File: config.mk
export PLATFORM = sky130hd
export DESIGN_NAME = ppp_port
export DESIGN_NICKNAME = d
export VERILOG_FILES = /design/src/verilog/ppp_pkg.sv /design/src/verilog/ppp_port.sv /design/src/verilog/ppp_fifo.sv
export SDC_FILE = /design/constraint.sdc
export NUM_CORES = 1
export LEC_CHECK = 0
export ABC_AREA = 1
export BUFFER_PORTS_ARGS = -buffer_cell sky130_fd_sc_hd__buf_2
export CORE_MARGIN = 2
export CORE_UTILIZATION = 55
export CTS_CLUSTER_DIAMETER = 50
export DETAILED_ROUTE_END_ITERATION = 6
export MAX_ROUTING_LAYER = met4
export PLACE_DENSITY = 0.81
export RECOVER_POWER = 25
export SYNTH_ARGS = -nofsm -noshare
export SYNTH_HDL_FRONTEND = slang
export SYNTH_SLANG_ARGS = --single-unit
File: constraint.sdc
create_clock -name clk -period 5 [get_ports clk]
set_clock_uncertainty 0.05 [all_clocks]
set_input_delay 0.75 -clock clk [delete_from_list [all_inputs] [get_ports clk]]
set_output_delay 0.75 -clock clk [all_outputs]
set_load 0.05 [all_outputs]
File: src/verilog/ppp_pkg.sv
// Package: constants for the parallel program port
package ppp_pkg;
  // Command codes
  localparam logic [7:0] CMD_READ      = 8'h00;
  localparam logic [7:0] CMD_PROGRAM   = 8'h40;
  localparam logic [7:0] CMD_PROG_VFY  = 8'hc0;
  localparam logic [7:0] CMD_ERASE     = 8'h20;
  localparam logic [7:0] CMD_ERASE_VFY = 8'ha0;
  localparam logic [7:0] CMD_ABORT     = 8'hff;
  // Widths
  localparam int ADDR_W = 17;
  localparam int DATA_W = 8;
  // Write word width: address and data bits; the FIFO word adds the 2 op bits
  localparam int WR_W = ADDR_W + DATA_W;
  localparam int FIFO_DEPTH = 8;
  // Boot area block, bytes
  localparam int BOOT_BLOCK_BYTES = 3584;
  // Command decoder states
  typedef enum logic [2:0] {
    ST_READ, ST_PROG_WAIT, ST_PROG_VFY, ST_ERASE_WAIT, ST_ERASE_VFY, ST_BUSY, ST_ABORT_WAIT
  } cmd_state_e;
  // Array operation kinds
  localparam logic [1:0] OP_PROGRAM = 2'h1;
  localparam logic [1:0] OP_ERASE   = 2'h2;
endpackage : ppp_pkg

File: src/verilog/ppp_port.sv
// Parallel program port: pin sync, bus state decode, command decoder

// How it works
// - Two abort codes in consecutive write cycles during a program or erase cancel it and return to read mode.
// - Verify-select only chooses read-only or read/write operation, the latter adding the write state.
// - Bus state comes from the strobes, verify-select and program voltage; data driven in read, floated otherwise.
// - With chip-enable high the port is in standby and the data pins float.
// - A byte is accepted only with chip-enable low, output-enable high, write-enable low, verify high, voltage on.
// - Operations are chosen by the written command byte, not by pin states alone.
// - Array data appears on a read in read mode at the pin address; the verify modes show array data at the verify address, the other modes zero.
// - User and boot areas are both rewritable; a boot erase covers one boot block only.
// - No identification-code read; otherwise behaves as the standalone flash.
// - Address is taken at write-enable falling, command or data at write-enable rising.
// - Commands decode as read, program with address and data, program verify, erase twice, erase verify, abort twice.
// - Read mode after reset and after an abort, held until another command.
module ppp_port
  import ppp_pkg::*;
#(
  parameter int DEPTH = FIFO_DEPTH
) (
  // Clock and reset
  input  wire logic                      clk,
  input  wire logic                      nrst,
  // Programmer pins
  input  wire logic                      program_voltage_pin,
  input  wire logic                      verify_select_pin,
  input  wire logic                      ce_n_pin,
  input  wire logic                      oe_n_pin,
  input  wire logic                      we_n_pin,
  input  wire logic [3:0]                addr_low_nibble_pins,
  input  wire logic [3:0]                addr_second_nibble_pins,
  input  wire logic [7:0]                addr_upper_byte_pins,
  input  wire logic                      addr_bit17_pin,
  input  wire logic [ppp_pkg::DATA_W-1:0] data_port_pins_in,
  output logic      [ppp_pkg::DATA_W-1:0] data_port_pins_out,
  output logic                           data_port_pins_oe,
  // Flash array side
  output logic                           arr_valid,
  input  wire logic                      arr_ready,
  output logic      [1:0]                arr_op,
  output logic      [ppp_pkg::ADDR_W-1:0] arr_addr,
  output logic      [ppp_pkg::DATA_W-1:0] arr_wdata,
  output logic                           arr_boot_block,
  input  wire logic                      arr_busy,
  output logic                           arr_abort,
  output logic      [ppp_pkg::ADDR_W-1:0] arr_raddr,
  input  wire logic [ppp_pkg::DATA_W-1:0] arr_rdata
);
  // Two-stage synchronisers for every pin
  localparam int SW = 5 + ADDR_W + DATA_W;
  logic [SW-1:0] s1_r, s2_r;
  logic [SW-1:0] pins;
  assign pins = {program_voltage_pin, verify_select_pin, ce_n_pin, oe_n_pin, we_n_pin,
                 addr_bit17_pin, addr_upper_byte_pins, addr_second_nibble_pins,
                 addr_low_nibble_pins, data_port_pins_in};

  logic vpp, vrfy, ce_n, oe_n, we_n, we_n_d_r;
  logic [ADDR_W-1:0] a_s;
  logic [DATA_W-1:0] d_s;
  assign {vpp, vrfy, ce_n, oe_n, we_n, a_s, d_s} = s2_r;

  // Bus state decode
  logic st_read, st_write, we_fall, we_rise;
  assign st_read  = vpp && !ce_n && !oe_n && we_n;
  assign st_write = vpp && vrfy && !ce_n && oe_n;
  assign we_fall  = we_n_d_r && !we_n && st_write;
  assign we_rise  = !we_n_d_r && we_n && vpp && vrfy && !ce_n && oe_n;

  // Write capture and FIFO toward the array
  cmd_state_e        st_r, st_nxt;
  logic [ADDR_W-1:0] lat_a_r, lat_a_nxt, vfy_a_r, vfy_a_nxt;
  logic              abort1_r, abort1_nxt;
  logic              f_valid, f_ready;
  logic [WR_W-1:0]   f_data, q_data;
  logic              q_valid, q_ready;
  logic [1:0]        op_r, op_nxt;
  logic [DATA_W-1:0] dout_r, dout_nxt;
  logic              oe_r, oe_nxt;

  ppp_fifo #(.WIDTH(WR_W + 2), .DEPTH(DEPTH)) u_fifo (
    .clk      (clk),
    .nrst     (nrst),
    .in_valid (f_valid),
    .in_ready (f_ready),
    .in_data  ({op_nxt, f_data}),
    .out_valid(q_valid),
    .out_ready(q_ready),
    .out_data ({arr_op, arr_addr, arr_wdata})
  );
  assign arr_valid = q_valid;
  assign q_ready   = arr_ready;
  assign f_data    = {lat_a_r, d_s};
  // Boot block erase is limited to one block of BOOT_BLOCK_BYTES; array uses this flag
  assign arr_boot_block = arr_addr < ADDR_W'(BOOT_BLOCK_BYTES);
  assign arr_raddr = (st_r == ST_READ) ? a_s : vfy_a_r;

  // Fresh command byte to next state; shared by idle and finished-busy paths
  function automatic cmd_state_e cmd_decode(input logic [DATA_W-1:0] c, input cmd_state_e cur);
    unique case (c)
      CMD_READ:      cmd_decode = ST_READ;
      CMD_PROGRAM:   cmd_decode = ST_PROG_WAIT;
      CMD_ERASE:     cmd_decode = ST_ERASE_WAIT;
      CMD_PROG_VFY:  cmd_decode = ST_PROG_VFY;
      CMD_ERASE_VFY: cmd_decode = ST_ERASE_VFY;
      default:       cmd_decode = cur;
    endcase
  endfunction : cmd_decode

  // Command decoder next state
  always_comb begin
    st_nxt     = st_r;
    lat_a_nxt  = we_fall ? a_s : lat_a_r;
    vfy_a_nxt  = vfy_a_r;
    abort1_nxt = abort1_r;
    op_nxt     = op_r;
    f_valid    = 1'b0;
    arr_abort  = 1'b0;
    if (we_rise) begin
      // Abort pair checked first; any other byte breaks the pair
      abort1_nxt = (d_s == CMD_ABORT) && !abort1_r;
      if (d_s == CMD_ABORT && abort1_r && (st_r == ST_BUSY || st_r == ST_ABORT_WAIT)) begin
        arr_abort = 1'b1;
        st_nxt    = ST_READ;
      end else begin
        unique case (st_r)
          ST_PROG_WAIT: begin
            op_nxt  = OP_PROGRAM;
            f_valid = 1'b1;
            st_nxt  = ST_BUSY;
          end
          ST_ERASE_WAIT: begin
            if (d_s == CMD_ERASE) begin
              op_nxt  = OP_ERASE;
              f_valid = 1'b1;
              st_nxt  = ST_BUSY;
            end else begin
              st_nxt = ST_READ;
            end
          end
          ST_BUSY, ST_ABORT_WAIT: begin
            // Waits for abort pair or a fresh command once idle
            // A command after the array finished is not lost
            if (d_s == CMD_ABORT) begin
              st_nxt = ST_ABORT_WAIT;
            end else if (arr_busy) begin
              st_nxt = st_r;
            end else begin
              st_nxt = cmd_decode(d_s, ST_READ);
            end
          end
          default: begin
            st_nxt = cmd_decode(d_s, st_r);
          end
        endcase
        // Verify commands read back at the address given with them
        if ((st_nxt == ST_PROG_VFY || st_nxt == ST_ERASE_VFY) && (d_s == CMD_PROG_VFY || d_s == CMD_ERASE_VFY)) begin
          vfy_a_nxt = lat_a_r;
        end
      end
    end
  end

  // Data pins: drive only in read state; no identification read exists
  always_comb begin
    oe_nxt   = st_read;
    dout_nxt = (st_r == ST_READ || st_r == ST_PROG_VFY || st_r == ST_ERASE_VFY) ? arr_rdata : '0;
  end
  assign data_port_pins_out = dout_r;
  assign data_port_pins_oe  = oe_r && st_read;

  // Registers only
  always_ff @(posedge clk) begin
    s1_r <= pins;
    s2_r <= s1_r;
    if (!nrst) begin
      st_r     <= ST_READ;
      we_n_d_r <= 1'b1;
      lat_a_r  <= '0;
      vfy_a_r  <= '0;
      abort1_r <= 1'b0;
      op_r     <= '0;
      dout_r   <= '0;
      oe_r     <= 1'b0;
    end else begin
      st_r     <= st_nxt;
      we_n_d_r <= we_n;
      lat_a_r  <= lat_a_nxt;
      vfy_a_r  <= vfy_a_nxt;
      abort1_r <= abort1_nxt;
      op_r     <= op_nxt;
      dout_r   <= dout_nxt;
      oe_r     <= oe_nxt;
    end
  end
  logic unused_ready;
  assign unused_ready = f_ready;
endmodule : ppp_port

File: src/verilog/ppp_fifo.sv
// Small flip-flop FIFO with valid/ready on both sides
module ppp_fifo #(
  parameter int WIDTH = 8,
  parameter int DEPTH = 8
) (
  // Clock and reset
  input  wire logic             clk,
  input  wire logic             nrst,
  // Fill side
  input  wire logic             in_valid,
  output logic                  in_ready,
  input  wire logic [WIDTH-1:0] in_data,
  // Drain side
  output logic                  out_valid,
  input  wire logic             out_ready,
  output logic      [WIDTH-1:0] out_data
);
  localparam int AW = (DEPTH > 1) ? $clog2(DEPTH) : 1;

  logic [WIDTH-1:0] mem_r [DEPTH];
  logic [WIDTH-1:0] mem_nxt [DEPTH];
  logic [AW-1:0]    rd_r, rd_nxt, wr_r, wr_nxt;
  logic [AW:0]      cnt_r, cnt_nxt;
  logic             push, pop;

  // Handshakes, honest full and empty
  assign in_ready  = (cnt_r != (AW+1)'(DEPTH));
  assign out_valid = (cnt_r != '0);
  assign push      = in_valid && in_ready;
  assign pop       = out_valid && out_ready;
  assign out_data  = mem_r[rd_r];

  // Wrap-around pointer step
  function automatic logic [AW-1:0] step(input logic [AW-1:0] p);
    step = (p == AW'(DEPTH - 1)) ? '0 : p + AW'(1);
  endfunction : step

  // Next pointer, count and storage
  always_comb begin
    mem_nxt = mem_r;
    wr_nxt  = push ? step(wr_r) : wr_r;
    rd_nxt  = pop ? step(rd_r) : rd_r;
    cnt_nxt = cnt_r + (AW+1)'(push) - (AW+1)'(pop);
    if (push) begin
      mem_nxt[wr_r] = in_data;
    end
  end

  // Registers only
  always_ff @(posedge clk) begin
    if (!nrst) begin
      rd_r  <= '0;
      wr_r  <= '0;
      cnt_r <= '0;
    end else begin
      rd_r  <= rd_nxt;
      wr_r  <= wr_nxt;
      cnt_r <= cnt_nxt;
    end
    mem_r <= mem_nxt;
  end
endmodule : ppp_fifo

==> results.sh, run 1 <==
export IMPL_outcome="complete, no violations"
export IMPL_place_inst=1440
export IMPL_h_tree_depth=2
export IMPL_crit_path_max_incr_delay_ns=0.60
export IMPL_syn2layout_area_growth_pct=14.9
export IMPL_rows=55
export IMPL_critPathMaxFanout=29
export IMPL_post_cts_buffers=0
export IMPL_critPathKind="flop to primary output"
export IMPL_cts_hold_buf=0
export IMPL_tns_ns=0
export IMPL_place_hpwl_mm=15.0
export IMPL_irDropWorstVdd_mv=0.312
export IMPL_netlist_area_mm2=0.0126
export IMPL_ys_warn_count=0
export IMPL_synth_ff_type="edfxtp_1"
export IMPL_clock_fmax_ghz=0.265
export IMPL_hold_class="flop to flop"
export IMPL_maxCapViolations=0
export IMPL_avgRoutedWirePerCell_um=17.4
export IMPL_period_minus_slack_ns=3.78
export IMPL_critPathTopFamily="buffers and inverters"
export IMPL_hold_viol=0
export IMPL_required_ns=4.20
export IMPL_p_clk_frac=0.339
export IMPL_fin_hold_ws_ns=0.273
export IMPL_rsz0062_at_grt="no"
export IMPL_avgViaCountPerCell=5.58
export IMPL_leakagePower_nw=5.40
export IMPL_postRouteWirelength_mm=26.1
export IMPL_drt_iter0_drc=774
export IMPL_cpMostUsedCell="nor2_1"
export IMPL_pin_count=98
export IMPL_overflow=0
export IMPL_core_area_mm2=0.0225
export IMPL_maxSlewViolCount=0
export IMPL_numClockSinks=336
export IMPL_grt_pass1_vias=7960
export IMPL_vias=8363
export IMPL_async_reset_ff_frac=0
export IMPL_antenna_found_initial=0
export IMPL_syn_inst=1099
export IMPL_switchingPower_w=0.00244
export IMPL_die_w_um=155
export IMPL_crit_buf_inv=3
export IMPL_seq_power_share=0.408
export IMPL_internal_power_w=0.00499
export IMPL_fin_crit_sh=0.756
export IMPL_p_comb_frac=0.253
export IMPL_start_util=0.558
export IMPL_numCtsBuffers=34
export IMPL_diodes=0
export IMPL_slew_headroom=0.284
export IMPL_fin_cells=1500
export IMPL_setup_viol=0
export IMPL_cp_arrival_ns=2.98
export IMPL_grt_use_total=0.222
export IMPL_grt_max_degree=110
export IMPL_synth_fp_nets=1152
export IMPL_layout_nets=1244
export IMPL_root_buffer="clkbuf_16"
export IMPL_crit_path_top_delay_cell="clkinv_1"
export IMPL_ys_seq_area_frac=0.708
export IMPL_drt_pre_antenna_iters=7
export IMPL_fp_dieH_um=155
export IMPL_drive_above_1_share=0.165
export IMPL_globalplace_congestion=0.871
export IMPL_grt_first_pass_wirelength_mm=40.7
export IMPL_ant_nets=0
export IMPL_clk_pin_slew_ns=0.06
export IMPL_final_common_cell="nor2_1"
export IMPL_crit_chain="clkinv_1, buf_4, o21ai_0, o22ai_1, nor2_1, a31oi_1, nor2_1, nand2_1, nor2_1, buf_2"
export IMPL_p_per_area_mw_per_mm2=515
export IMPL_clock_latency_ns=0.51
export IMPL_final_cell_mix="nor2_1, edfxtp_1, o21ai_0, dfxtp_1, buf_2"
export IMPL_clockBufferDepth=3
export IMPL_cts_tree="built"
export IMPL_ctsResizeCount=0
export IMPL_synth_seq_cells=336
export IMPL_ys_types=36
export IMPL_die_area_mm2=0.0241
export IMPL_synth_edf_count=216
export IMPL_tightest_slew_ns=1.07
export IMPL_io_buffers=97
export IMPL_end_kind="primary output"
export IMPL_route_detailed_drc=0
export IMPL_synth_area_per_cell_um2=11.4
export IMPL_cp_start_kind="flop"
export IMPL_p_sw_frac=0.329
==> power by group through the flow <==
stage                     Combinational, W  Sequential, W  Clock [W]
final                              0.00188        0.00303    0.00252
after floorplan                    0.00143        0.00309          0
after global routing               0.00203        0.00304    0.00266
after global placement             0.00184        0.00309          0
after detailed placement           0.00187        0.00309          0
after CTS                          0.00189        0.00303    0.00255
==> cell families (layout without fill, tap and decap cells) <==
kind of cell / count (synthesis) / count (layout) / synth area share
adder cells (fa/ha/maj): 11 / 11 / 0.0116
multiplexers: 17 / 17 / 0.0152
AO/OA/AOI/OAI: 245 / 245 / 0.107
AND/OR/NAND/NOR: 361 / 361 / 0.116
flip-flops: 336 / 336 / 0.708
buffers and inverters: 128 / 244 / 0.0414
XOR/XNOR: 1 / 1 / 0.000698
==> stage by stage <==
stage          instance area [µm²]   util  setup slack (ns)  power [W]
2_1_floorplan                12600      -              1.42    0.00452
5_1_grt                      14400  0.641             0.978    0.00772
3_3_place_gp                 13300  0.591              1.76    0.00492
3_5_place_dp                 13300  0.591              1.74    0.00496
4_1_cts                      14400  0.641              1.16    0.00747
6_report                     14400  0.641              1.22    0.00744
==> path summary, 6_finish.rpt <==
| kind | startpoint | end | slack (ns) | cells after the start |
|---|---|---|---|---|
| setup / recovery | u_fifo.rd_r[1]$_SDFFE_PN0P_ | arr_boot_block | 1.22 | 10 |
| hold / removal | s1_r[25]$_DFF_P_ | s2_r[25]$_DFF_P_ | 0.27 | 0 |
| setup reg to reg | s2_r[5]$_DFF_P_ | u_fifo.mem_r[200]$_DFFE_PP_ | 2.01 | 9 |
| hold reg to reg | s1_r[25]$_DFF_P_ | s2_r[25]$_DFF_P_ | 0.27 | 0 |
==> sequential cells by signal, indices dropped and copies added (netlist names) <==
register            flops
s1_r                   30
abort1_r                1
s2_r                   30
u_fifo.cnt_r            4
lat_a_r                17
we_n_d_r                1
st_r                    3
u_fifo.mem_r          216
data_port_pins_out      8
u_fifo.wr_r             3
op_r                    2
u_fifo.rd_r             3
oe_r                    1
vfy_a_r                17
==> cells in the mapped netlist (2+ instances only) <==
cell | instances | area share
a211oi_1 | 4 | 0.0024
a21oi_1 | 47 | 0.019
a31oi_1 | 22 | 0.011
buf_2 | 7 | 0.0028
buf_4 | 4 | 0.0024
buf_6 | 2 | 0.0018
clkbuf_1 | 43 | 0.013
clkinv_1 | 2 | 0.00060
dfxtp_1 | 120 | 0.19
edfxtp_1 | 216 | 0.52
ha_1 | 10 | 0.010
inv_1 | 67 | 0.020
inv_2 | 2 | 0.00060
mux2_2 | 17 | 0.015
nand2_1 | 81 | 0.024
nand2_2 | 2 | 0.0010
nand3_1 | 34 | 0.014
nand4_1 | 2 | 0.0010
nor2_1 | 224 | 0.067
nor2_2 | 4 | 0.0020
nor3_1 | 9 | 0.0036
o21a_1 | 4 | 0.0024
o21ai_0 | 132 | 0.053
o22ai_1 | 32 | 0.016
==> layout make-up <==
class                           count  area [µm²]
Tap cell                          285         357
Clock buffer                       51        1030
Fill cell                        1633        8070
Timing Repair Buffer              112         598
Multi-Input combinational cell    635        3190
Clock inverter                      9        98.8
Sequential cell                   336        8890
Inverter                           72         272
==> layer usage <==
layer | wire length, µm | track usage
met2 | 12700 | 0.362
met1 | 10700 | 0.284
met5 | 0 | -
met3 | 2120 | 0.0407
met4 | 632 | 0.0736
==> worst register-to-register path, cell delays in order, from the launching register on <==
cell and delay, ns:
dfxtp_1 0.60, nand2_1 0.12, nor2_1 0.19, nand3_1 0.10, nand2_1 0.11, nand3_1 0.18, inv_1 0.15, nand2_1 0.14
nor3_2 0.53, buf_4 0.44
Power figures use the tool's default switching activity.
==> run 2: changes to the inputs <==
--- a/config.mk
+++ b/config.mk
@@ -8,11 +8,11 @@
 export ABC_AREA = 1
 export BUFFER_PORTS_ARGS = -buffer_cell sky130_fd_sc_hd__buf_2
 export CORE_MARGIN = 2
-export CORE_UTILIZATION = 55
+export CORE_UTILIZATION = 54
 export CTS_CLUSTER_DIAMETER = 50
 export DETAILED_ROUTE_END_ITERATION = 6
 export MAX_ROUTING_LAYER = met4
-export PLACE_DENSITY = 0.81
+export PLACE_DENSITY = 0.83
 export RECOVER_POWER = 25
 export SYNTH_ARGS = -nofsm -noshare
 export SYNTH_HDL_FRONTEND = slang
==> constraint.sdc (replaced) <==
create_clock -name clk -period 3.45 [get_ports clk]
set_clock_uncertainty 0.05 [all_clocks]
set_input_delay 0.5175 -clock clk [delete_from_list [all_inputs] [get_ports clk]]
set_output_delay 0.5175 -clock clk [all_outputs]
set_load 0.05 [all_outputs]
==> run 2 against run 1 <==
Effect of this change:
- register-to-register slack worse by 1.2 ns
- combinational power increased by 48%
- critical path type unchanged
- first-iteration DRC count up 16%
- largest cell class unchanged
==> results.sh, run 2 (same netlist as run 1, synthesis figures left out) <==
export IMPL_r2r_slack_ns=0.86
export IMPL_tightest_slew_ns=0.850
export IMPL_n_fill_cell=1615
export IMPL_cp_start_kind="flop"
export IMPL_avgRoutedWirePerCell_um=17.6
export IMPL_largest_register_ffs=216
export IMPL_layout_nets=1253
export IMPL_fp_dieH_um=157
export IMPL_diodes=0
export IMPL_grt_pass1_vias=8287
export IMPL_ant_nets=0
export IMPL_place_hpwl_mm=16.3
export IMPL_rows=55
export IMPL_root_buffer="clkbuf_16"
export IMPL_numClockSinks=336
export IMPL_final_cell_mix="nor2_1, edfxtp_1, o21ai_0, dfxtp_1, buf_2"
export IMPL_hold_viol=0
export IMPL_maxCapViolations=0
export IMPL_grt_max_degree=110
export IMPL_largest_register="u_fifo.mem_r"
export IMPL_drt_pre_antenna_iters=5
export IMPL_leakagePower_nw=5.45
export IMPL_io_buffers=97
export IMPL_end_kind="primary output"
export IMPL_drt_iter0_drc=899
export IMPL_pin_count=98
export IMPL_power_w=0.0108
export IMPL_switchingPower_w=0.00361
export IMPL_drive_above_1_share=0.175
export IMPL_syn2layout_area_growth_pct=15.7
export IMPL_setup_viol=0
export IMPL_rsz0062_at_grt="no"
export IMPL_post_cts_buffers=0
export IMPL_route_detailed_drc=0
export IMPL_cts_hold_buf=0
export IMPL_final_common_cell="nor2_1"
export IMPL_vias=8582
export IMPL_cts_tree="built"
export IMPL_p_clk_frac=0.333
export IMPL_clockBufferDepth=3
export IMPL_p_per_area_mw_per_mm2=741
export IMPL_die_area_mm2=0.0245
export IMPL_overflow=0
export IMPL_clock_latency_ns=0.52
export IMPL_fin_cells=1511
export IMPL_hold_class="input port to flop"
export IMPL_place_inst=1448
export IMPL_seq_power_share=0.409
export IMPL_grt_first_pass_wirelength_mm=41.8
export IMPL_slew_headroom=0.432
export IMPL_die_w_um=157
export IMPL_clk_pin_slew_ns=0.06
export IMPL_fin_crit_sh=0.891
export IMPL_globalplace_congestion=0.898
export IMPL_critPathKind="flop to primary output"
export IMPL_cp_arrival_ns=2.51
export IMPL_ctsResizeCount=0
export IMPL_avgViaCountPerCell=5.68
export IMPL_critPathMaxFanout=32
export IMPL_outcome="complete, no violations"
export IMPL_h_tree_depth=2
export IMPL_antenna_found_initial=0
export IMPL_maxSlewViolCount=0
export IMPL_p_sw_frac=0.335
export IMPL_grt_use_total=0.226
export IMPL_start_util=0.553
export IMPL_postRouteWirelength_mm=26.7
export IMPL_top_regs="u_fifo.mem_r x216, s1_r x30, s2_r x30"
export IMPL_required_ns=2.88
export IMPL_core_area_mm2=0.0227
export IMPL_p_comb_frac=0.258
export IMPL_numCtsBuffers=35
export IMPL_period_minus_slack_ns=3.07
export IMPL_clock_fmax_ghz=0.325
export IMPL_irDropWorstVdd_mv=0.427
export IMPL_internal_power_w=0.00716
[run 2: final cells by class]
type                       count  area (µm²)  share of cell area
clock buffer                  44         931              0.0640
tap                          285         357              0.0245
clock inverter                19         188              0.0129
inverter                      72         272              0.0187
timing repair buffer         120         708              0.0487
sequential                   336        8890               0.612
multi-input combinational    635        3190               0.219
[run 2: critical path, cell delays in order (launching register included)]
cell	delay, ns
dfxtp_2	0.34
inv_2	0.40
buf_4	0.38
o21ai_0	0.12
o22ai_1	0.13
nor2_1	0.05
a31oi_1	0.25
buf_2	0.32
[run 2: layer usage]
metal  vias up  wire length (µm)  global-route usage  share of wire
met3        57              2210              0.0421          0.083
li1       4025                 -                   -              -
met2       407             12800               0.359           0.48
met1      4093             10900               0.290           0.41
met4         0               709              0.0891          0.027
met5         -                 0                   -              0
[run 2: power groups by stage]
stage          clock network (W)  logic (W)  registers (W)
2_1_floorplan                  0    0.00207        0.00447
3_3_place_gp                   0    0.00271        0.00448
3_5_place_dp                   0    0.00277        0.00449
4_1_cts                  0.00364    0.00278        0.00440
5_1_grt                  0.00379    0.00301        0.00441
6_report                 0.00358    0.00278        0.00440
[run 2: worst paths after layout]
| kind | startpoint | endpoint | cells after the start |
|---|---|---|---|
| max | u_fifo.rd_r[0]$_SDFFE_PN0P_ | arr_wdata[4] | 7 |
| min | program_voltage_pin | s1_r[29]$_DFF_P_ | 1 |
| max reg2reg | s2_r[5]$_DFF_P_ | vfy_a_r[5]$_SDFFE_PN0P_ | 11 |
| min reg2reg | s1_r[0]$_DFF_P_ | s2_r[0]$_DFF_P_ | 0 |
[run 2: per-stage QoR]
step	util	hold WS [ns]	setup slack (ns)	setup TNS [ns]	cell area [µm²]
3_3_place_gp	0.591	0.260	0.953	0	13400
2_1_floorplan	-	0.260	-0.133	-28.29	12600
3_5_place_dp	0.591	0.262	0.921	0	13400
4_1_cts	0.640	0.0291	0.351	0	14500
5_1_grt	0.640	0.0284	0.201	0	14500
6_report	0.640	0.0501	0.377	0	14500
==> run 3: changes to the inputs <==
--- a/config.mk
+++ b/config.mk
@@ -5,14 +5,16 @@
 export SDC_FILE = /design/constraint.sdc
 export NUM_CORES = 1
 export LEC_CHECK = 0
-export ABC_AREA = 1
+export ABC_AREA = 0
 export BUFFER_PORTS_ARGS = -buffer_cell sky130_fd_sc_hd__buf_2
+export CAP_MARGIN = 10
 export CORE_MARGIN = 2
-export CORE_UTILIZATION = 54
+export CORE_UTILIZATION = 53
 export CTS_CLUSTER_DIAMETER = 50
 export DETAILED_ROUTE_END_ITERATION = 6
+export HOLD_SLACK_MARGIN = 0.06
 export MAX_ROUTING_LAYER = met4
-export PLACE_DENSITY = 0.83
+export PLACE_DENSITY = 0.82
 export RECOVER_POWER = 25
 export SYNTH_ARGS = -nofsm -noshare
 export SYNTH_HDL_FRONTEND = slang
==> run 3 against run 2 <==
Effect of this change:
- power down 15%
- clock power down 8.9%
- critical endpoint is now arr_boot_block
- synthesized area decreased by 0.76%
==> results.sh, run 3 <==
export IMPL_syn_inst=717
export IMPL_clock_latency_ns=0.55
export IMPL_drive_above_1_share=0.321
export IMPL_outcome="complete, no violations"
export IMPL_drt_pre_antenna_iters=5
export IMPL_synth_area_per_cell_um2=17.4
export IMPL_hold_viol=0
export IMPL_crit_chain="mux4_2, mux2_2, nor3_1, and3_1, buf_2"
export IMPL_antenna_found_initial=0
export IMPL_drt_iter0_drc=468
export IMPL_synth_edf_count=216
export IMPL_seq_power_share=0.484
export IMPL_maxSlewViolCount=0
export IMPL_ant_nets=0
export IMPL_diodes=0
export IMPL_place_hpwl_mm=14.4
export IMPL_synth_top_area_frac=0.520
export IMPL_numClockSinks=336
export IMPL_maxCapViolations=0
export IMPL_critPathMaxFanout=22
export IMPL_p_clk_frac=0.356
export IMPL_internal_power_w=0.00683
export IMPL_switchingPower_w=0.00233
export IMPL_setup_viol=0
export IMPL_tns_ns=0
export IMPL_cp_arrival_ns=2.69
export IMPL_clk_pin_slew_ns=0.06
export IMPL_post_dp_cell_area_mm2=0.0135
export IMPL_grt_pass1_vias=6743
export IMPL_largest_register="u_fifo.mem_r"
export IMPL_clock_fmax_ghz=0.307
export IMPL_rows=56
export IMPL_synth_seq_cells=336
export IMPL_power_w=0.00915
export IMPL_grt_use_total=0.199
export IMPL_tightest_slew_ns=0.916
export IMPL_cts_hold_buf=30
export IMPL_die_area_mm2=0.0248
export IMPL_crit_path_top_delay_cell="dfxtp_4"
export IMPL_period_minus_slack_ns=3.25
export IMPL_avgViaCountPerCell=5.43
export IMPL_die_w_um=157
export IMPL_ys_seq_area_frac=0.713
export IMPL_leakagePower_nw=5.07
export IMPL_pin_count=98
export IMPL_top_regs="u_fifo.mem_r x216, s1_r x30, s2_r x30"
export IMPL_syn2layout_area_growth_pct=18.9
export IMPL_design_area_mm2=0.0148
export IMPL_slew_headroom=0.383
export IMPL_core_area_mm2=0.0233
export IMPL_final_common_cell="edfxtp_1"
export IMPL_irDropWorstVdd_mv=0.454
export IMPL_p_per_area_mw_per_mm2=618
export IMPL_cp_start_kind="flop"
export IMPL_fin_crit_sh=0.943
export IMPL_fp_dieH_um=157
export IMPL_synth_top_cell_by_area="edfxtp_1"
export IMPL_avgRoutedWirePerCell_um=19.5
export IMPL_start_util=0.536
export IMPL_postRouteWirelength_mm=23.6
export IMPL_root_buffer="clkbuf_16"
export IMPL_post_cts_buffers=0
export IMPL_final_util=0.637
export IMPL_numCtsBuffers=31
export IMPL_synth_fp_nets=770
export IMPL_ys_top_cells_by_count="edfxtp_1, dfxtp_1, mux4_2"
export IMPL_io_buffers=97
export IMPL_final_cell_mix="edfxtp_1, dfxtp_1, buf_2, mux4_2, nand2_1"
export IMPL_h_tree_depth=1
export IMPL_rsz0062_at_grt="no"
export IMPL_largest_register_ffs=216
export IMPL_vias=6564
export IMPL_ys_top_cells_by_area="edfxtp_1, dfxtp_1, mux4_2"
export IMPL_netlist_area_mm2=0.0125
export IMPL_grt_max_degree=43
export IMPL_p_comb_frac=0.159
export IMPL_synth_ff_type="edfxtp_1"
export IMPL_route_detailed_drc=0
export IMPL_p_sw_frac=0.254
export IMPL_critPathKind="flop to primary output"
export IMPL_yosysMostFrequentCell="edfxtp_1"
export IMPL_cts_tree="built"
export IMPL_globalplace_congestion=0.834
export IMPL_end_kind="primary output"
export IMPL_clockBufferDepth=3
export IMPL_async_reset_ff_frac=0
export IMPL_grt_first_pass_wirelength_mm=36.6
export IMPL_hold_class="input port to flop"
export IMPL_crit_path_max_incr_delay_ns=0.61
export IMPL_ys_warn_count=0
export IMPL_n_fill_cell=1613
export IMPL_ctsResizeCount=0
export IMPL_ys_types=62
export IMPL_required_ns=2.88
export IMPL_layout_nets=918
export IMPL_overflow=0
[run 3: cell count changes after synthesis, moves of 34 or more]
cell and delta:
mux4_2 +54, inv_1 -57, o21ai_0 -130, mux2i_1 +34, a21oi_1 -41, nor2_1 -212
[run 3: worst paths after layout]
path                                       to                        start  slack (ns)  cells after the start
max                            arr_boot_block  u_fifo.rd_r[0]$_SDFFE_PN0P_        0.20                      5
min          data_port_pins_out[5]$_SDFF_PN0_                 arr_rdata[5]        0.11                      2
max reg2reg       u_fifo.mem_r[135]$_DFFE_PP_             s2_r[27]$_DFF_P_        0.33                      8
min reg2reg                  s2_r[24]$_DFF_P_             s1_r[24]$_DFF_P_        0.27                      0
[run 3: per-layer routing]
metal,routed length [µm],share of wire,GRT usage,vias to the layer above
met2,11600,0.49,0.324,227
met4,486,0.021,0.0554,0
met1,10100,0.43,0.263,3261
li1,-,-,-,3037
met3,1360,0.058,0.0339,39
met5,0,0,-,-
[run 3: cells by family after synthesis]
logic type	Yosys count	share of synthesized area
mux	132	0.165
flops	336	0.713
buf+inv	48	0.0182
simple gates	145	0.0626
compound gates	40	0.0262
xor+xnor	5	0.00351
fa+ha+maj	11	0.0116
[run 3: power groups by stage]
stage	clock network [W]	logic [W]	registers, W
3_5_place_dp	0	0.00144	0.00452
4_1_cts	0.00332	0.00148	0.00444
3_3_place_gp	0	0.00142	0.00452
2_1_floorplan	0	0.00118	0.00446
5_1_grt	0.00348	0.00156	0.00445
6_report	0.00326	0.00146	0.00443
[run 3: area by class of cell]
type                            count  area, µm²  area share
Multi-Input combinational cell    333       3430       0.232
Tap cell                          319        399      0.0269
Sequential cell                   336       8890       0.600
Clock inverter                     12       88.8     0.00599
Clock buffer                       46        906      0.0611
Inverter                           11       41.3     0.00279
Timing Repair Buffer              152       1060      0.0713
[run 3: critical path, delay by kind of cell, from the launching register on]
kind / cells / cell delay, ns
multiplexers: 2 / 0.86
flip-flops: 1 / 0.61
AND/OR/NAND/NOR: 2 / 0.39
buffers and inverters: 1 / 0.25
[run 3: per-stage QoR]
step           setup slack, ns  hold slack (ns)  instances
4_1_cts                  0.142           0.0983       1209
2_1_floorplan          -0.0918            0.260        717
6_report                 0.197            0.113       1209
3_5_place_dp             0.339            0.262       1121
5_1_grt                 0.0445            0.103       1209
3_3_place_gp             0.437            0.260       1121
